--- src/verilog/spi_port_pkg.sv ---
package spi_port_pkg;

	// ****************************************************************
	// Word and buffer shape
	// ****************************************************************
	localparam int WORD_W = 16;
	localparam int NARROW_W = 8;
	localparam int DEPTH = 4;
	localparam int PTR_W = 2;
	localparam int CNT_W = 3;
	localparam int DIV_W = 10;
	localparam logic [CNT_W-1:0] MULTI_LIMIT = 3'h4;
	localparam logic [CNT_W-1:0] SINGLE_LIMIT = 3'h1;
	localparam logic [3:0] LAST_BIT_WIDE = 4'hf;
	localparam logic [3:0] LAST_BIT_NARROW = 4'h7;
	localparam logic [WORD_W-1:0] WORD_ZERO = 16'h0000;

	// ****************************************************************
	// Pin synchroniser lanes
	// ****************************************************************
	localparam int PIN_N = 4;
	localparam int PIN_SCK = 0;
	localparam int PIN_SDI = 1;
	localparam int PIN_SEL_B = 2;
	localparam int PIN_FSYNC = 3;

	// ****************************************************************
	// Prescale ratios, in clk cycles per half period of the serial clock
	// ****************************************************************
	function automatic logic [DIV_W-1:0] half_period(input logic [1:0] pri, input logic [2:0] sec);
		logic [DIV_W-1:0] p;
		logic [DIV_W-1:0] s;
		p = 10'h001 << (6'(2'h3 - pri) * 6'h2);
		s = 10'h008 - DIV_W'(sec);
		return DIV_W'(p * s);
	endfunction : half_period

	typedef enum logic [1:0] {st_idle, st_sync, st_busy} state_t;

endpackage : spi_port_pkg

--- src/verilog/spi_port_fifo_frame.sv ---
`timescale 1ns/10ps
// How it works
// - Master or slave, chosen edge, idle level, select
// - Words are 8 bits, 16 when wide
// - Framing only while framed enable is set
// - Frame pulse polarity and first-bit coincidence configurable
// - Clock output off: pin released, external clock
// - Data output off: pin released, reception continues
// - Buffer queues transfers, single or multi, counts
// - Remember whether last entry was CPU or receiver
// - Event flag also raised on receive during overrun
// - Separate transmit full and receive non-empty status
// - Port idle while port enable is clear
// - Controller select makes master; sample phase picks
// - Master rate from primary and secondary prescale
// - Prescalers run from the instruction-rate clock
module spi_port_fifo_frame (
	input wire logic clk,
	input wire logic rst_b,
	input wire logic port_enable,
	input wire logic controller_select,
	input wire logic wide_word_select,
	input wire logic framed_enable,
	input wire logic fsync_active_high,
	input wire logic fsync_with_first_bit,
	input wire logic clock_output_off,
	input wire logic data_output_off,
	input wire logic idle_polarity_select,
	input wire logic clock_edge_select,
	input wire logic sample_phase,
	input wire logic [1:0] primary_prescale,
	input wire logic [2:0] secondary_prescale,
	input wire logic select_input_enable,
	input wire logic buffer_multi,
	input wire logic overrun_clear,
	input wire logic event_clear,
	input wire logic tx_wr,
	input wire logic [spi_port_pkg::WORD_W-1:0] tx_data,
	input wire logic rx_rd,
	input wire logic sck_in,
	input wire logic sdi_in,
	input wire logic sel_b_in,
	input wire logic fsync_in,
	output logic [spi_port_pkg::WORD_W-1:0] rx_data,
	output logic tx_buffer_full,
	output logic rx_buffer_full,
	output logic receive_overrun,
	output logic transfer_event_flag,
	output logic [spi_port_pkg::CNT_W-1:0] pending_count,
	output logic last_from_cpu,
	output logic sck_out,
	output logic sck_oe,
	output logic sdo_out,
	output logic sdo_oe,
	output logic fsync_out,
	output logic fsync_oe
);
	// ****************************************************************
	// Pin synchronisers
	// ****************************************************************
	logic [spi_port_pkg::PIN_N-1:0] pin_s1_ff;
	logic [spi_port_pkg::PIN_N-1:0] pin_s2_ff;
	logic sck_prev_ff;

	always_ff @(posedge clk or negedge rst_b) begin
		if (!rst_b) begin
			pin_s1_ff <= '0;
			pin_s2_ff <= '0;
		end else begin
			pin_s1_ff <= {fsync_in, sel_b_in, sdi_in, sck_in};
			pin_s2_ff <= pin_s1_ff;
		end
	end

	// ****************************************************************
	// Engine and buffer state
	// ****************************************************************
	spi_port_pkg::state_t state_ff, nxt_state;
	logic [spi_port_pkg::DIV_W-1:0] div_ff, nxt_div;
	logic phase_ff, nxt_phase;
	logic [3:0] bit_ff, nxt_bit;
	logic [spi_port_pkg::WORD_W-1:0] tx_sh_ff, nxt_tx_sh;
	logic [spi_port_pkg::WORD_W-1:0] rx_sh_ff, nxt_rx_sh;
	logic [spi_port_pkg::PTR_W-1:0] tx_rp_ff, nxt_tx_rp, tx_wp_ff, nxt_tx_wp;
	logic [spi_port_pkg::PTR_W-1:0] rx_rp_ff, nxt_rx_rp, rx_wp_ff, nxt_rx_wp;
	logic [spi_port_pkg::CNT_W-1:0] tx_cnt_ff, nxt_tx_cnt, rx_cnt_ff, nxt_rx_cnt;
	logic ovr_ff, nxt_ovr, evt_ff, nxt_evt, last_cpu_ff, nxt_last_cpu;
	logic tx_full_ff, nxt_tx_full, rx_full_ff, nxt_rx_full;
	logic [spi_port_pkg::CNT_W-1:0] pend_ff, nxt_pend;
	logic sck_o_ff, nxt_sck_o, sck_e_ff, nxt_sck_e;
	logic sdo_o_ff, nxt_sdo_o, sdo_e_ff, nxt_sdo_e;
	logic fs_o_ff, nxt_fs_o, fs_e_ff, nxt_fs_e;

	logic [spi_port_pkg::WORD_W-1:0] tx_head;
	logic tx_push, rx_push;
	logic [spi_port_pkg::WORD_W-1:0] rx_word;
	logic [spi_port_pkg::CNT_W-1:0] limit;
	logic int_clk, ext_lvl, lead_ev, trail_ev, tick, sample_ev, shift_ev;
	logic selected, frame_ok, tx_pop, sdi_bit;
	logic ovr_set, evt_set;
	logic [3:0] last_bit;

	word_store tx_store (
		.clk(clk),
		.rst_b(rst_b),
		.wr_en(tx_push),
		.wr_addr(tx_wp_ff),
		.wr_data(tx_data),
		.rd_addr(nxt_tx_rp),
		.rd_data(tx_head)
	);

	word_store rx_store (
		.clk(clk),
		.rst_b(rst_b),
		.wr_en(rx_push),
		.wr_addr(rx_wp_ff),
		.wr_data(rx_word),
		.rd_addr(nxt_rx_rp),
		.rd_data(rx_data)
	);

	always_comb begin
		nxt_state = state_ff;
		nxt_div = div_ff;
		nxt_phase = phase_ff;
		nxt_bit = bit_ff;
		nxt_tx_sh = tx_sh_ff;
		nxt_rx_sh = rx_sh_ff;
		nxt_tx_rp = tx_rp_ff;
		nxt_tx_wp = tx_wp_ff;
		nxt_rx_rp = rx_rp_ff;
		nxt_rx_wp = rx_wp_ff;
		nxt_ovr = ovr_ff;
		nxt_evt = evt_ff;
		nxt_last_cpu = last_cpu_ff;
		rx_push = 1'b0;
		rx_word = spi_port_pkg::WORD_ZERO;
		tx_pop = 1'b0;
		ovr_set = 1'b0;
		evt_set = 1'b0;
		sdi_bit = pin_s2_ff[spi_port_pkg::PIN_SDI];
		limit = buffer_multi ? spi_port_pkg::MULTI_LIMIT : spi_port_pkg::SINGLE_LIMIT;
		last_bit = wide_word_select ? spi_port_pkg::LAST_BIT_WIDE
			: spi_port_pkg::LAST_BIT_NARROW;
		// External clock timing when slave or when the clock pin is released
		int_clk = controller_select && !clock_output_off;
		ext_lvl = pin_s2_ff[spi_port_pkg::PIN_SCK] ^ idle_polarity_select;
		tick = int_clk && (state_ff != spi_port_pkg::st_idle) && (div_ff == '0);
		if (int_clk) begin
			lead_ev = tick && !phase_ff;
			trail_ev = tick && phase_ff;
		end else begin
			lead_ev = ext_lvl && !sck_prev_ff;
			trail_ev = !ext_lvl && sck_prev_ff;
		end
		// CKE high: sample on leading, shift on trailing; late sample moves to trailing in master mode only
		sample_ev = (clock_edge_select && !(controller_select && sample_phase))
			? lead_ev : trail_ev;
		shift_ev = clock_edge_select ? trail_ev : (lead_ev && (bit_ff != 4'h0));
		selected = !select_input_enable || !pin_s2_ff[spi_port_pkg::PIN_SEL_B];
		frame_ok = !framed_enable
			|| (pin_s2_ff[spi_port_pkg::PIN_FSYNC] == fsync_active_high);
		tx_push = tx_wr && (tx_cnt_ff < limit);
		if (int_clk && (state_ff != spi_port_pkg::st_idle)) begin
			if (div_ff == '0) begin
				nxt_div = spi_port_pkg::half_period(primary_prescale, secondary_prescale)
					- 10'h001;
				nxt_phase = !phase_ff;
			end else begin
				nxt_div = div_ff - 10'h001;
			end
		end
		unique case (state_ff)
			spi_port_pkg::st_idle: begin
				nxt_phase = 1'b0;
				nxt_div = spi_port_pkg::half_period(primary_prescale, secondary_prescale)
					- 10'h001;
				nxt_bit = 4'h0;
				if (port_enable && controller_select && (tx_cnt_ff != '0)) begin
					tx_pop = 1'b1;
					nxt_tx_sh = tx_head;
					nxt_state = (framed_enable && !fsync_with_first_bit)
						? spi_port_pkg::st_sync : spi_port_pkg::st_busy;
				end else if (port_enable && !controller_select && selected && frame_ok) begin
					tx_pop = tx_cnt_ff != '0;
					nxt_tx_sh = tx_pop ? tx_head : spi_port_pkg::WORD_ZERO;
					nxt_state = spi_port_pkg::st_busy;
				end
			end
			spi_port_pkg::st_sync: begin
				if (trail_ev) begin
					nxt_state = spi_port_pkg::st_busy;
				end
			end
			spi_port_pkg::st_busy: begin
				if (sample_ev) begin
					nxt_rx_sh = {rx_sh_ff[spi_port_pkg::WORD_W-2:0], sdi_bit};
				end
				if (shift_ev) begin
					nxt_tx_sh = {tx_sh_ff[spi_port_pkg::WORD_W-2:0], 1'b0};
				end
				if (trail_ev) begin
					nxt_bit = bit_ff + 4'h1;
					if (bit_ff == last_bit) begin
						rx_word = nxt_rx_sh;
						if (!wide_word_select) begin
							rx_word = {8'h00, nxt_rx_sh[spi_port_pkg::NARROW_W-1:0]};
						end
						rx_push = rx_cnt_ff < limit;
						ovr_set = !rx_push;
						if (!rx_push) begin
							nxt_ovr = 1'b1;
						end
						// Completion raises the flag, overrun or not
						evt_set = 1'b1;
						nxt_evt = 1'b1;
						nxt_state = spi_port_pkg::st_idle;
					end
				end
				if (!controller_select && select_input_enable
					&& pin_s2_ff[spi_port_pkg::PIN_SEL_B]) begin
					nxt_state = spi_port_pkg::st_idle;
				end
			end
		endcase
		if (!port_enable) begin
			nxt_state = spi_port_pkg::st_idle;
		end
		// A new overrun or completion in the clearing cycle wins over the clear
		if (overrun_clear && !ovr_set) begin
			nxt_ovr = 1'b0;
		end
		if (event_clear && !evt_set) begin
			nxt_evt = 1'b0;
		end
		if (tx_push) begin
			nxt_tx_wp = tx_wp_ff + 2'h1;
			nxt_last_cpu = 1'b1;
		end
		if (tx_pop) begin
			nxt_tx_rp = tx_rp_ff + 2'h1;
		end
		if (rx_push) begin
			nxt_rx_wp = rx_wp_ff + 2'h1;
			nxt_last_cpu = 1'b0;
		end
		if (rx_rd && (rx_cnt_ff != '0)) begin
			nxt_rx_rp = rx_rp_ff + 2'h1;
		end
		nxt_tx_cnt = tx_cnt_ff + CNT_W_ONE(tx_push) - CNT_W_ONE(tx_pop);
		nxt_rx_cnt = rx_cnt_ff + CNT_W_ONE(rx_push) - CNT_W_ONE(rx_rd && (rx_cnt_ff != '0));
		nxt_tx_full = nxt_tx_cnt >= limit;
		nxt_rx_full = nxt_rx_cnt != '0;
		nxt_pend = nxt_tx_cnt;
		nxt_sck_o = (int_clk ? nxt_phase : 1'b0) ^ idle_polarity_select;
		nxt_sck_e = port_enable && int_clk;
		nxt_sdo_o = wide_word_select ? nxt_tx_sh[15] : nxt_tx_sh[7];
		nxt_sdo_e = port_enable && !data_output_off && (controller_select || selected);
		nxt_fs_o = fsync_active_high ^ !((nxt_state == spi_port_pkg::st_sync)
			|| ((nxt_state == spi_port_pkg::st_busy) && fsync_with_first_bit
			&& (nxt_bit == 4'h0)));
		nxt_fs_e = port_enable && framed_enable && controller_select;
	end

	function automatic logic [spi_port_pkg::CNT_W-1:0] CNT_W_ONE(input logic b);
		return {{(spi_port_pkg::CNT_W-1){1'b0}}, b};
	endfunction : CNT_W_ONE

	always_ff @(posedge clk or negedge rst_b) begin
		if (!rst_b) begin
			state_ff <= spi_port_pkg::st_idle;
			div_ff <= '0;
			phase_ff <= 1'b0;
			bit_ff <= 4'h0;
			tx_sh_ff <= spi_port_pkg::WORD_ZERO;
			rx_sh_ff <= spi_port_pkg::WORD_ZERO;
			tx_rp_ff <= '0;
			tx_wp_ff <= '0;
			rx_rp_ff <= '0;
			rx_wp_ff <= '0;
			tx_cnt_ff <= '0;
			rx_cnt_ff <= '0;
			ovr_ff <= 1'b0;
			evt_ff <= 1'b0;
			last_cpu_ff <= 1'b0;
			tx_full_ff <= 1'b0;
			rx_full_ff <= 1'b0;
			pend_ff <= '0;
			sck_o_ff <= 1'b0;
			sck_e_ff <= 1'b0;
			sdo_o_ff <= 1'b0;
			sdo_e_ff <= 1'b0;
			fs_o_ff <= 1'b0;
			fs_e_ff <= 1'b0;
			sck_prev_ff <= 1'b0;
		end else begin
			state_ff <= nxt_state;
			div_ff <= nxt_div;
			phase_ff <= nxt_phase;
			bit_ff <= nxt_bit;
			tx_sh_ff <= nxt_tx_sh;
			rx_sh_ff <= nxt_rx_sh;
			tx_rp_ff <= nxt_tx_rp;
			tx_wp_ff <= nxt_tx_wp;
			rx_rp_ff <= nxt_rx_rp;
			rx_wp_ff <= nxt_rx_wp;
			tx_cnt_ff <= nxt_tx_cnt;
			rx_cnt_ff <= nxt_rx_cnt;
			ovr_ff <= nxt_ovr;
			evt_ff <= nxt_evt;
			last_cpu_ff <= nxt_last_cpu;
			tx_full_ff <= nxt_tx_full;
			rx_full_ff <= nxt_rx_full;
			pend_ff <= nxt_pend;
			sck_o_ff <= nxt_sck_o;
			sck_e_ff <= nxt_sck_e;
			sdo_o_ff <= nxt_sdo_o;
			sdo_e_ff <= nxt_sdo_e;
			fs_o_ff <= nxt_fs_o;
			fs_e_ff <= nxt_fs_e;
			sck_prev_ff <= ext_lvl;
		end
	end

	assign tx_buffer_full = tx_full_ff;
	assign rx_buffer_full = rx_full_ff;
	assign receive_overrun = ovr_ff;
	assign transfer_event_flag = evt_ff;
	assign pending_count = pend_ff;
	assign last_from_cpu = last_cpu_ff;
	assign sck_out = sck_o_ff;
	assign sck_oe = sck_e_ff;
	assign sdo_out = sdo_o_ff;
	assign sdo_oe = sdo_e_ff;
	assign fsync_out = fs_o_ff;
	assign fsync_oe = fs_e_ff;
endmodule : spi_port_fifo_frame

--- src/verilog/word_store.sv ---
`timescale 1ns/10ps
module word_store (
	input wire logic clk,
	input wire logic rst_b,
	input wire logic wr_en,
	input wire logic [spi_port_pkg::PTR_W-1:0] wr_addr,
	input wire logic [spi_port_pkg::WORD_W-1:0] wr_data,
	input wire logic [spi_port_pkg::PTR_W-1:0] rd_addr,
	output logic [spi_port_pkg::WORD_W-1:0] rd_data
);
	logic [spi_port_pkg::WORD_W-1:0] mem_ff [spi_port_pkg::DEPTH];
	logic [spi_port_pkg::WORD_W-1:0] rd_data_ff;
	logic [spi_port_pkg::WORD_W-1:0] nxt_rd_data;

	// Forwarding keeps the head word valid in the cycle a word lands in an empty store
	always_comb begin
		nxt_rd_data = mem_ff[rd_addr];
		if (wr_en && (wr_addr == rd_addr)) begin
			nxt_rd_data = wr_data;
		end
	end

	always_ff @(posedge clk) begin
		if (wr_en) begin
			mem_ff[wr_addr] <= wr_data;
		end
	end

	always_ff @(posedge clk or negedge rst_b) begin
		if (!rst_b) begin
			rd_data_ff <= spi_port_pkg::WORD_ZERO;
		end else begin
			rd_data_ff <= nxt_rd_data;
		end
	end

	assign rd_data = rd_data_ff;
endmodule : word_store

--- config.mk ---
export PLATFORM = sky130hd
export DESIGN_NAME = spi_port_fifo_frame
export DESIGN_NICKNAME = d
export VERILOG_FILES = /design/src/verilog/spi_port_pkg.sv /design/src/verilog/spi_port_fifo_frame.sv /design/src/verilog/word_store.sv
export SDC_FILE = /design/constraint.sdc
export NUM_CORES = 1
export LEC_CHECK = 0
export ABC_CLOCK_PERIOD_IN_PS = 8900
export BUFFER_PORTS_ARGS = -buffer_cell sky130_fd_sc_hd__buf_2
export CORE_MARGIN = 3
export CORE_UTILIZATION = 35
export CTS_BUF_LIST = sky130_fd_sc_hd__clkbuf_16
export DETAILED_ROUTE_END_ITERATION = 6
export GPL_ROUTABILITY_DRIVEN = 0
export HOLD_SLACK_MARGIN = 0.08
export SYNTH_ARGS = -nofsm -noshare
export SYNTH_HDL_FRONTEND = slang
export SYNTH_SLANG_ARGS = --single-unit
--- constraint.sdc ---
create_clock -name clk -period 8.9 [get_ports clk]
set_input_delay 1.78 -clock clk [delete_from_list [all_inputs] [get_ports clk]]
set_output_delay 1.78 -clock clk [all_outputs]
set_load 0.1 [all_outputs]
---- After elaboration in Yosys (flattened, before gate mapping) ----
Memories as Yosys holds them, arrays and structs flattened. A register that Yosys moved wholly into a read port is not among the register bits.
Index checks and enable logic that the tools add are counted.
operators by class
  bitwise gates (word level) .............. 3
  divide/modulo/power cells ............... 0
  order comparisons ....................... 3
  multiply operators ...................... 1
  muxes and demuxes ....................... 64
  add/subtract/negate cells ............... 13
  shift-type cells ........................ 1
  reductions and logical operators ........ 70
  eq/ne operators ......................... 9
operators with widths
  operator               number
  $mux 16                9
  $mux 1                 36
  $pmux 16 s2            1
  $mux 10                3
  $logic_and 1x1->1      29
  $mux 2                 10
  $reduce_bool 2->1      10
  $sub 10x1->10 const B  2
  $logic_not 1->1        17
  $logic_not 10->1       1
  $mul 10x5->10          1
  $shl 1x6->10 const A   1
  $reduce_bool 3->1      3
  $add 2x1->2 const B    4
  $mux 4                 2
  $pmux 4 s2             1
  $add 3x1->3            2
  $lt 3x3->1             2
  $pmux 2 s3             1
  $reduce_and 3->1       2
  $sub 3x1->3            2
  $sub 4x3->5 const A    1
  $add 4x1->4 const B    1
  $eq 2x1->1 const B     2
  other kinds (15)       21
word-level totals
  flip-flop bits (word level) ............. 83
  memory bits (writable) .................. 128
  bits of input ports ..................... 44
  latch bits .............................. 0
  output and inout bits ................... 30
  memories kept ........................... 2
  ROM bits ................................ 0
  logic and storage cells ................. 193
memories
  name             depth  bits a word  rd ports  clocked after Yosys merged registers in  write ports  RTL line          source
  rx_store.mem_ff  4      16           1         1                                        1            word_store.sv:11  logic [spi_port_pkg::WORD_W-1:0] mem_ff [spi_port_pkg::DEPTH];
  tx_store.mem_ff  4      16           1         1                                        1            word_store.sv:11

---- Longest topological paths before layout ----
Gate-level depths: netlist of the first run.
  depth in word-level cells ............... 16
  mapped depth ............................ 17
  mapped depth without buffers ............ 16

---- Modules after synthesis ----
From an unflattened synthesis of the first run, not the netlist that was laid out.
unflattened totals
  cells, all modules ...................... 752
  area total of the unflattened synthesis .. 11016.8 um2
by module, submodules not included
  module               cells an instance  sequential area each (um2)  times used  area an instance (um2)
  word_store           125                2322.2                      2           3032.9
  spi_port_fifo_frame  502                2077.0                      1           4951.0

---- Worst setup path after synthesis of the first run ----
No wires, ideal clock.
  kind .................................... input -> register
  start point ............................. input secondary_prescale[0]
  end point ............................... register div_ff[9] (netlist bit)
  stages .................................. 13
  path buffers ............................ 0
  setup slack ............................. 4.065 ns
  required time ........................... 8.777 ns
  arrival time ............................ 4.712 ns
  library setup time ...................... 0.123 ns
  cells stage by stage .................... inv_1 > ha_1 > xor2_1 > nor2_1 > ha_1 > fa_1 > ha_1 > a21o_1 > a21oi_1 > o21ai_0 > a2111oi_0 > nor3_1 > o221a_2
between the ends
  longest elaborated chain between the ends .. 6
RTL lines
  element               RTL line                                                source
  from (decl)           spi_port_fifo_frame.sv:32                               input wire logic [2:0] secondary_prescale,
  $sub 4x3->5 (*)       spi_port_pkg.sv:34                                      s = 10'h008 - DIV_W'(sec);
  $mul 10x5->10 (*)     spi_port_pkg.sv:35                                      return DIV_W'(p * s);
  $sub 10x1->10 (*)     spi_port_fifo_frame.sv:168, spi_port_fifo_frame.sv:178
  $mux 10               spi_port_fifo_frame.sv:166                              if (div_ff == '0) begin
  $mux 10               spi_port_fifo_frame.sv:165                              if (int_clk && (state_ff != spi_port_pkg::st_idle)) begin
  $mux 10 (*)           spi_port_fifo_frame.sv:174                              unique case (state_ff)
  to (signal assigned)  spi_port_fifo_frame.sv:299                              div_ff <= nxt_div;
  to (decl)             spi_port_fifo_frame.sv:79                               logic [spi_port_pkg::DIV_W-1:0] div_ff, nxt_div;
Mark *: on every way between the ends. The rest lies on a longest branch, timed or not. The select of a mux whose other input is x is not followed.
A chain may end at the register's enable or synchronous reset.

---- Worst setup path in the final report of the first run ----
Same ends and word-level chain as after synthesis.

==> results of run 1 <==
-- synth_stat cells, drive strengths merged (4+ instances only) --
cell type / count
edfxtp: 128
dfrtp: 115
mux2: 93
nor2: 61
inv: 56
ha: 45
o21ai: 35
a21oi: 32
clkbuf: 31
nand3: 30
nand2: 25
buf: 24
a22oi: 21
o211ai: 21
mux2i: 20
o221ai: 19
xnor2: 19
o311ai: 18
mux4: 16
a22o: 15
and2: 14
nor3: 13
or3: 10
a31oi: 7
xor2: 7
fa: 6
nand2b: 5
nor3b: 5
nor4: 5
a21o: 4
nor2b: 4
o22ai: 4
-- cell type report --
type	instances	area, um^2	share of cell area [%]
clock inverter	20	105	0.762
sequential	243	6720	48.8
inverter	56	213	1.54
timing repair buffer	81	428	3.10
multi-input combinational	600	5080	36.9
clock buffer	27	676	4.90
tap	448	561	4.06
-- logic make-up (layout without fill, tap and decap cells) --
group,after synthesis,in the layout
multiplexers,129,129
XOR/XNOR,26,26
AO/OA/AOI/OAI,203,203
adder cells (fa/ha/maj),51,51
buffers and inverters,111,184
AND/OR/NAND/NOR,191,191
flip-flops,243,243
-- through the flow --
stage | cell area [um^2] | hold WS (ns)
global placement | 13000 | 0.336
CTS | 13800 | 0.351
finish | 13800 | 0.347
floorplan | 12300 | 0.331
global route | 13800 | 0.358
detailed placement | 13000 | 0.337
-- report_power, final --
group | internal [uW] | leakage [uW] | switching [uW] | total (uW)
Clock | 571 | 0.000421 | 430 | 1000
Combinational | 625 | 0.00248 | 941 | 1570
Sequential | 1410 | 0.00256 | 146 | 1550
-- sequential cells by signal, summed over array words and instances, names as in the netlist, 4 cells and up --
signal / cells
bit_ff: 4
pin_s2_ff: 4
rx_store.rd_data: 16
tx_store.rd_data: 16
rx_sh_ff: 16
pin_s1_ff: 4
tx_store.mem_ff: 64
tx_sh_ff: 16
div_ff: 10
rx_store.mem_ff: 64
-- worst min path at each step --
stage | endpoint | slack [ns] | depth (start not counted)
2_1_floorplan | pin_s2_ff[0]$_DFF_PN0_ | 0.33 | 0
4_1_cts | pin_s2_ff[3]$_DFF_PN0_ | 0.35 | 0
3_3_place_gp | pin_s2_ff[3]$_DFF_PN0_ | 0.34 | 0
5_1_grt | pin_s2_ff[3]$_DFF_PN0_ | 0.36 | 0
6_report | pin_s2_ff[3]$_DFF_PN0_ | 0.35 | 0
3_5_place_dp | pin_s2_ff[1]$_DFF_PN0_ | 0.34 | 0
-- layer usage --
| layer | wire length (um) | GRT usage (%) |
|---|---|---|
| met4 | 663 | 3.72 |
| met3 | 1280 | 2.12 |
| met5 | 0 | 0 |
| met2 | 12700 | 23.3 |
| met1 | 12400 | 20.0 |
-- worst max-delay path, stage by stage --
cell and delay (ns):
buf_2 0.12, inv_1 0.10, ha_1 0.16, xor2_1 0.28, nor2_1 0.08, ha_1 0.33, fa_1 0.49, ha_1 0.30
a21o_1 0.17, a21oi_1 0.21, o21ai_0 0.14, a2111oi_0 0.56, nor3_1 0.13, o221a_2 0.31
==> metrics.md, run 1 <==
| Metric | Value |
|---|---|
| Synthesized area per cell | 12.9 um^2 |
| Critical Path RT | 9.30 ns |
| Synth area leader | edfxtp_1 |
| Post-synth EDFFs | 128 |
| Clock Path Buffers | 3 |
| Number of vias in the routed layout | between 7k and 8k |
| Vias in the first global route | 8034 |
| Main synth FF type | edfxtp_1 |
| Clk_skew | 0.0131 ns |
| Synth Area in Compound Gates | 11.9% |
| Vias/cell | approximately 5.4 |
| Worst Reg2Reg Path Length in Cells | 15 |
| Adder-Cell Fraction of Synth Area | 5.57% |
| Fill cells | between 3k and 4k |
| DRC viols | 0 |
| Drt first-iter violations | 617 |
| HP Class | register to register |
| DR WL/cell | ~18 um |
| Post-synthesis sequential area ratio | 54.8% |
| CP Data Arrival Time | 5.16 ns |
| VDD IR-drop max | 174 uV |
| Final worst path period share | 53.5% |
| XOR/XNOR share of the synthesized area | 1.98% |
| H-tree levels | 1 |
| Top cells by area, synth | edfxtp_1 (31%), dfrtp_1 (23%), mux2_2 (7.3%) |
| CTS tree | yes |
| Setup TNS | 0 ns |
| DRT antenna net count | 0 |
| Core area | 0.0340 mm^2 |
| Ports | 74 |
| First-pass DRT Iterations | 4 |
| Simple-Gate Fraction of Synth Area | 8.41% |
| Asr flop ratio synth | 47.3% |
| Cells after DPL | between 1k and 1.5k |
| Pwr Density | 299 mW/mm^2 |
| Most common cell after layout, fill and taps aside | edfxtp_1 |
| Rows | 67 |
| Crit Path Max Fanout | 4 |
| Final core occ | 40.5% |
| Pre-CTS WS | about 3.6 ns |
| Multiplexer share of the synthesized area | a little over an eighth |
| Nets@finish | 1103 |
| Skew-Pair Late Insertion Delay | 0.53 ns |
| Initial Utilization | 36.1% |
| Clk sink count | around 240 |
| Critical path class | primary input to register |
| Layout area overhead | 12.4% |
| Resized cells post-CTS | 0 |
| Cells after Synth | roughly 950 |
| Die Wd | between 150 and 200 um |
| Worst-Margin Slew | approximately 1.2 ns |
| Ys Warns | 0 |
| Largest net degree at the start of global routing | around 70 |
| Final Non-Filler Cells | 1475 |
| Die area | about 0.037 mm^2 |
| Status | finished, final reports clean |
| Crit path capture | div_ff[9]$_DFFE_PN0P_ |
| Leak | about 0.0055 uW |
| Worst-path clk slew | approximately 0.050 ns |
| FF-to-FF Start | state_ff[1]$_DFF_PN0_ |
| Max-cap violations | 0 |
| Crit path from | secondary_prescale[0] |
| Port-buffer cells | between 70 and 80 |
| Final Hold Viols | 0 |
| Die Y | 193 um |
| Mapped Area | approximately 0.012 mm^2 |
| Post-CTS Setup Inserts | 0 |
| Remaining global-route overflow | 0 |
| Synth Register Bits | approximately 240 |
| Largest family of logic cells by synthesized area | multiplexers |
| Cts hold-fix bufs | 0 |
| RSZ-0062 raised after global routing | no |
| Global-route wire length before repair | 44.3 mm |
| Initial antenna violation count | 0 |
| Startpoint Class | primary input |
| Drt total wl | 27.1 mm |
| Number of max-slew violations in the final report | 0 |
| Post-Syn Nets | 1049 |
| Crit path time final | 4.76 ns |
| Synth unique cells | 81 |
| Overall routing resource usage | between 10% and 20% |
| Worst R2R Setup Slack | 4.97 ns |
| Share of cells above drive strength 1 | around 23% |
| Fmax achieved | 0.210 GHz |
| Most frequent cells in the layout | edfxtp_1 (128), dfrtp_1 (114), mux2_2 (80) |
| CTS buffer count | 26 |
| Worst R2R End | rx_buffer_full$_DFF_PN0_ |
| Hold path start | pin_s1_ff[3]$_DFF_PN0_ |
| Number of diodes | 0 |
| Worst setup margin | 4.14 ns |
| Final Total Pwr | 4120 uW |
| Area share of the leading cell type in the synthesized netlist | approximately 31% |
| Hpwl dp | approximately 18 mm |
| Root buffer cell | clkbuf_16 |
| Max_slew headroom | 17.7% |
| Final setup viols | 0 |
| Worst Setup End Kind | register |
Power figures use the tool's default switching activity.
==> inputs of run 2 (changes only) <==
ABC_CLOCK_PERIOD_IN_PS = 4250   (was 8900)
clock period = 4.25 ns   (was 8.9 ns; I/O delays follow)
==> run 2 against run 1 <==
Clock skew grew 0.00052 ns. Worst hold slack worse by 0.0031 ns. Power grew 120%. Combinational power up 110%. Utilization is 0.84 points higher. Sequential power rose by 110%. Register-to-register slack worse by 4.3 ns. Via count down 1.6%. Global-route usage shrank 0.25 points. Worst setup slack worse by 3.6 ns. Highest routed layer is now met5.
==> metrics.md, run 2 (synthesized netlist as in run 1, its figures left out) <==
| Metric | Value |
|---|---|
| Overall routing resource usage | 14.0% |
| Most frequent cells in the layout | edfxtp_1 (128), dfrtp_1 (114), mux2_2 (80) |
| RSZ-0062 raised after global routing | no |
| DR WL/cell | 17.9 um |
| Port-buffer cells | 73 |
| Rows | between 60 and 70 |
| H-tree levels | 1 |
| Critical path class | primary input to register |
| Share of cells above drive strength 1 | 25.3% |
| Vias/cell | roughly 5.2 |
| Root buffer cell | clkbuf_16 |
| VDD IR-drop max | 375 uV |
| Final Hold Viols | 0 |
| Max_slew headroom | 33.6% |
| Leak | 0.00561 uW |
| Drt total wl | 26.8 mm |
| Cts hold-fix bufs | 0 |
| First-pass DRT Iterations | 4 |
| DRT antenna net count | 0 |
| Layout area overhead | 14.7% |
| Final setup viols | 0 |
| Die Y | 193 um |
| Biggest regs | rx_store.mem_ff (64), tx_store.mem_ff (64) |
| CP Data Arrival Time | 4.16 ns |
| Ports | 74 |
| Number of vias in the routed layout | 7855 |
| Clk sink count | 243 |
| Worst-path clk slew | 0.06 ns |
| Initial Utilization | 36.1% |
| Max-cap violations | 0 |
| HP Class | register to register |
| Skew-Pair Late Insertion Delay | 0.53 ns |
| Largest net degree at the start of global routing | 68 |
| Global-route wire length before repair | 43.3 mm |
| Most common cell after layout, fill and taps aside | edfxtp_1 |
| Worst Setup End Kind | register |
| Crit Path Max Fanout | 4 |
| CTS buffer count | 28 |
| Drt first-iter violations | 478 |
| DRC viols | 0 |
| Clock Path Buffers | 3 |
| Initial antenna violation count | 1 |
| Number of diodes | 0 |
| Nets@finish | 1126 |
| Die area | 0.0373 mm^2 |
| Final Total Pwr | 8870 uW |
| Final core occ | between 40% and 50% |
| Crit path time final | roughly 3.7 ns |
| Resized cells post-CTS | 0 |
| Core area | 0.0340 mm^2 |
| Worst R2R Setup Slack | ~0.7 ns |
| Clk_skew | 0.0136 ns |
| CTS tree | yes |
| Final worst path period share | 87.9% |
| Fmax achieved | 0.268 GHz |
| Hpwl dp | 17.5 mm |
| Status | finished, final reports clean |
| Critical Path RT | 4.67 ns |
| Pwr Density | 630 mW/mm^2 |
| Vias in the first global route | 7982 |
| Die Wd | 193 um |
| Remaining global-route overflow | 0 |
| Post-CTS Setup Inserts | 0 |
| Worst-Margin Slew | roughly 1 ns |
| Number of max-slew violations in the final report | 0 |
| Startpoint Class | primary input |
[run 2: changes by cell type in the layout (fill, tap and decap cells not counted), sizes merged]
cell      delta
buf         +21
bufinv       +1
clkbuf       +2
clkinv       +3
clkinvlp     +2
inv          -3
[run 2: final timing paths]
path,end,startpoint,cells past startpoint
min in group asynchronous,rx_store.rd_data[1]$_DFF_PN0_,rst_b,1
max in group asynchronous,tx_rp_ff[1]$_DFF_PN0_,rst_b,2
min reg2reg,pin_s2_ff[3]$_DFF_PN0_,pin_s1_ff[3]$_DFF_PN0_,0
max,div_ff[9]$_DFFE_PN0P_,secondary_prescale[0],14
max reg2reg,rx_buffer_full$_DFF_PN0_,state_ff[1]$_DFF_PN0_,15
min,pin_s2_ff[3]$_DFF_PN0_,pin_s1_ff[3]$_DFF_PN0_,0
[run 2: metrics by stage]
stage                     area, um^2  setup TNS (ns)  instances  setup WS (ns)  hold WS [ns]
after global placement         13200               0       1449         0.0477         0.334
after CTS                      14100               0       1501          0.549         0.348
final                          14100               0       1501          0.512         0.344
after detailed placement       13200        -0.00829       1449       -0.00829         0.337
after floorplan                12300               0        954          0.279         0.331
after global routing           14100               0       1501          0.272         0.352
[run 2: final cells by class]
cell class	count	area, um^2
Inverter	56	213
Timing Repair Buffer	102	598
Clock inverter	23	171
Tap cell	448	561
Clock buffer	29	726
Fill cell	3233	20000
Multi-Input combinational cell	600	5080
Sequential cell	243	6720
[run 2: layer usage]
| metal | global-route usage [%] | routed length (um) | vias to the layer above |
|---|---|---|---|
| met5 | 0 | 13 | - |
| met4 | 3.75 | 677 | 2 |
| met3 | 1.98 | 873 | 49 |
| met2 | 23.9 | 13000 | 141 |
| met1 | 18.8 | 12200 | 3905 |
| li1 | - | - | 3758 |
[run 2: worst max-delay path: stages]
cell and delay [ns]:
buf_2 0.11, inv_1 0.09, ha_1 0.17, xor2_1 0.27, nor2_1 0.08, ha_1 0.33
fa_1 0.48, ha_1 0.31, a21o_1 0.18, a21oi_1 0.17, o21ai_0 0.13, a2111oi_0 0.55
nor3_1 0.13, o221a_2 0.30
[run 2: report_power, final]
group,total (uW),internal (uW),switching [uW]
logic,3300,1330,1960
registers,3260,2940,326
clock network,2310,1360,949
==> inputs of run 3 (changes only) <==
ABC_AREA = 1   (was not set)
==> run 3 against run 2 <==
Worst setup slack improved by 0.31 ns. Maximum frequency increased by 8.9%. Critical endpoint is now div_ff[8]$_DFFE_PN0P_. Largest cell class unchanged. Synthesized cell count increased by 23%.
==> metrics.md, run 3 <==
| Metric | Value |
|---|---|
| Drt total wl | 24.3 mm |
| Resized cells post-CTS | 0 |
| Worst R2R End | rx_buffer_full$_DFF_PN0_ |
| Crit path from | secondary_prescale[1] |
| Largest net degree at the start of global routing | 65 |
| Cts hold-fix bufs | 0 |
| Worst Reg2Reg Path Length in Cells | 16 |
| Synth Register Bits | 243 |
| Number of vias in the routed layout | 8020 |
| DR WL/cell | 14.1 um |
| Leak | 0.00573 uW |
| Skew-Pair Late Insertion Delay | 0.53 ns |
| Final Non-Filler Cells | 1721 |
| Post-CTS Setup Inserts | 0 |
| CTS tree | yes |
| Fill cells | 3162 |
| Overall routing resource usage | 13.8% |
| Sw frac | 41.2% |
| CTS buffer count | 28 |
| Max-cap violations | 0 |
| DRT antenna net count | 0 |
| Hpwl dp | 16.4 mm |
| Drt first-iter violations | ~490 |
| Die area | 0.0352 mm^2 |
| Worst-path clk slew | 0.06 ns |
| Clock network fraction of design power | 24.5% |
| Die Y | 188 um |
| Post-synth EDFFs | roughly 130 |
| Initial antenna violation count | 2 |
| Synth area leader | edfxtp_1 |
| Mapped Area | between 0.01 and 0.015 mm^2 |
| Layout area overhead | 15.3% |
| Startpoint Class | primary input |
| Main synth FF type | edfxtp_1 |
| Asr flop ratio synth | roughly 47% |
| Vias/cell | around 4.7 |
| Post-synthesis sequential area ratio | about three fifths |
| Most frequent cells in the layout | nand2_1 (226), inv_1 (174), edfxtp_1 (128) |
| First-pass DRT Iterations | 5 |
| Max_slew headroom | between 40 and 50% |
| Pwr Density | 679 mW/mm^2 |
| RSZ-0062 raised after global routing | no |
| Critical path class | primary input to register |
| Int Pwr | approximately 5300 uW |
| Area share of the leading cell type in the synthesized netlist | between 30% and 40% |
| Crit Path Max Fanout | 4 |
| Final Hold Viols | 0 |
| Remaining global-route overflow | 0 |
| Worst-Margin Slew | between 0.8 and 0.9 ns |
| Clk sink count | 243 |
| Ports | 74 |
| Root buffer cell | clkbuf_16 |
| Setup TNS | 0 ns |
| Top cells by count, synth | nand2_1 (226), inv_1 (167), edfxtp_1 (128), nor2_1 (124), dfrtp_1 (115) |
| Share of power burned in registers | 36.0% |
| HP Class | register to register |
| NetSw | 3730 uW |
| Core area | 0.0320 mm^2 |
| Clock Path Buffers | 3 |
| Status | finished, final reports clean |
| Critical Path RT | around 4.6 ns |
| Nets@finish | 1359 |
| Metal3 WL | 939 um |
| Logic gate share of total power | 39.5% |
| Number of diodes | 0 |
| VDD IR-drop max | 390 uV |
| Cells after DPL | 1669 |
| Die Wd | 188 um |
| Final worst path period share | 80.8% |
| CP Data Arrival Time | 3.83 ns |
| Biggest regs | rx_store.mem_ff (64), tx_store.mem_ff (64) |
| Top Layer Used | met5 |
| DRC viols | 0 |
| Ys Warns | 0 |
| Final core occ | 41.5% |
| Most frequent cell after synthesis | nand2_1 |
| Vias in the first global route | 7875 |
| Crit path capture | div_ff[8]$_DFFE_PN0P_ |
| Crit path time final | 3.43 ns |
| Worst Setup End Kind | register |
| Top cells by area, synth | edfxtp_1 (33%), dfrtp_1 (25%), nand2_1 (7.3%) |
| Share of cells above drive strength 1 | approximately an eighth |
| Final setup viols | 0 |
| Port-buffer cells | 73 |
| Post-Syn Nets | 1271 |
| Cells after Synth | 1176 |
| Initial Utilization | between 30% and 40% |
| Rows | 65 |
| DR WL met2 | ~11 mm |
| Most common cell after layout, fill and taps aside | nand2_1 |
| Clk_skew | 0.0143 ns |
| Number of max-slew violations in the final report | 0 |
| Metal-1 WL | between 10 and 15 mm |
| Global-route wire length before repair | 40.3 mm |
| Synth unique cells | 48 |
| Synthesized area per cell | 9.82 um^2 |
| H-tree levels | 1 |
| FF-to-FF Start | state_ff[0]$_DFF_PN0_ |
| Fmax achieved | 0.291 GHz |
| Worst R2R Setup Slack | 0.84 ns |
## run 3: worst max-delay path, cell delays in order
cell      delay [ns]
buf_2           0.10
nor3_1          0.39
nand3_1         0.19
ha_1            0.36
fa_1            0.57
inv_1           0.07
fa_1            0.47
nor2_1          0.13
nor2_1          0.07
nor2_1          0.11
nor2_1          0.07
o21bai_1        0.18
a21oi_1         0.09
o21ai_0         0.07
o221ai_1        0.12
## run 3: power by group through the flow
stage	combinational (uW)	sequential [uW]	clock (uW)
floorplan	2150	3910	0
global placement	3560	3290	0
detailed placement	3610	3300	0
CTS	3620	3260	2290
global route	4040	3310	2380
finish	3570	3250	2210
## run 3: metrics by stage
stage / setup WS (ns) / hold WS [ns] / power [uW] / instance area [um^2]
3_3_place_gp: 0.359 / 0.334 / 6850 / 12400
3_5_place_dp: 0.295 / 0.335 / 6910 / 12400
6_report: 0.818 / 0.345 / 9040 / 13300
2_1_floorplan: 0.545 / 0.331 / 6060 / 11500
5_1_grt: 0.494 / 0.366 / 9730 / 13300
4_1_cts: 0.818 / 0.347 / 9170 / 13300
## run 3: logic make-up (layout without fill, tap and decap cells)
logic type               after synthesis  after routing  share of synthesized area, %
buffers and inverters                213            323                          7.37
AND/OR/NAND/NOR                      450            450                          16.4
AO/OA/AOI/OAI                        195            195                          10.0
XOR/XNOR                              24             24                          2.05
adder cells (fa/ha/maj)               51             51                          5.92
flip-flops                           243            243                          58.2
## run 3: routing by layer
metal,vias up,track usage [%]
li1,4057,-
met1,3756,18.6
met2,154,23.4
met3,49,2.08
met4,4,3.92
met5,-,0
## run 3: final cells by class
type                            instances  area, um^2  area share (%)
Sequential cell                       243        6720            50.5
Clock buffer                           29         726            5.45
Inverter                              177         669            5.03
Tap cell                              435         544            4.09
Multi-Input combinational cell        720        3980            29.9
Timing Repair Buffer                   94         538            4.04
Clock inverter                         23         136            1.02
## run 3: worst min-delay path by stage
stage / from / end / slack (ns) / cells past startpoint
global route: pin_s1_ff[3]$_DFF_PN0_ / pin_s2_ff[3]$_DFF_PN0_ / 0.37 / 0
finish: pin_s1_ff[2]$_DFF_PN0_ / pin_s2_ff[2]$_DFF_PN0_ / 0.34 / 0
CTS: pin_s1_ff[2]$_DFF_PN0_ / pin_s2_ff[2]$_DFF_PN0_ / 0.35 / 0
floorplan: pin_s1_ff[0]$_DFF_PN0_ / pin_s2_ff[0]$_DFF_PN0_ / 0.33 / 0
global placement: pin_s1_ff[0]$_DFF_PN0_ / pin_s2_ff[0]$_DFF_PN0_ / 0.33 / 0
detailed placement: pin_s1_ff[2]$_DFF_PN0_ / pin_s2_ff[2]$_DFF_PN0_ / 0.33 / 0
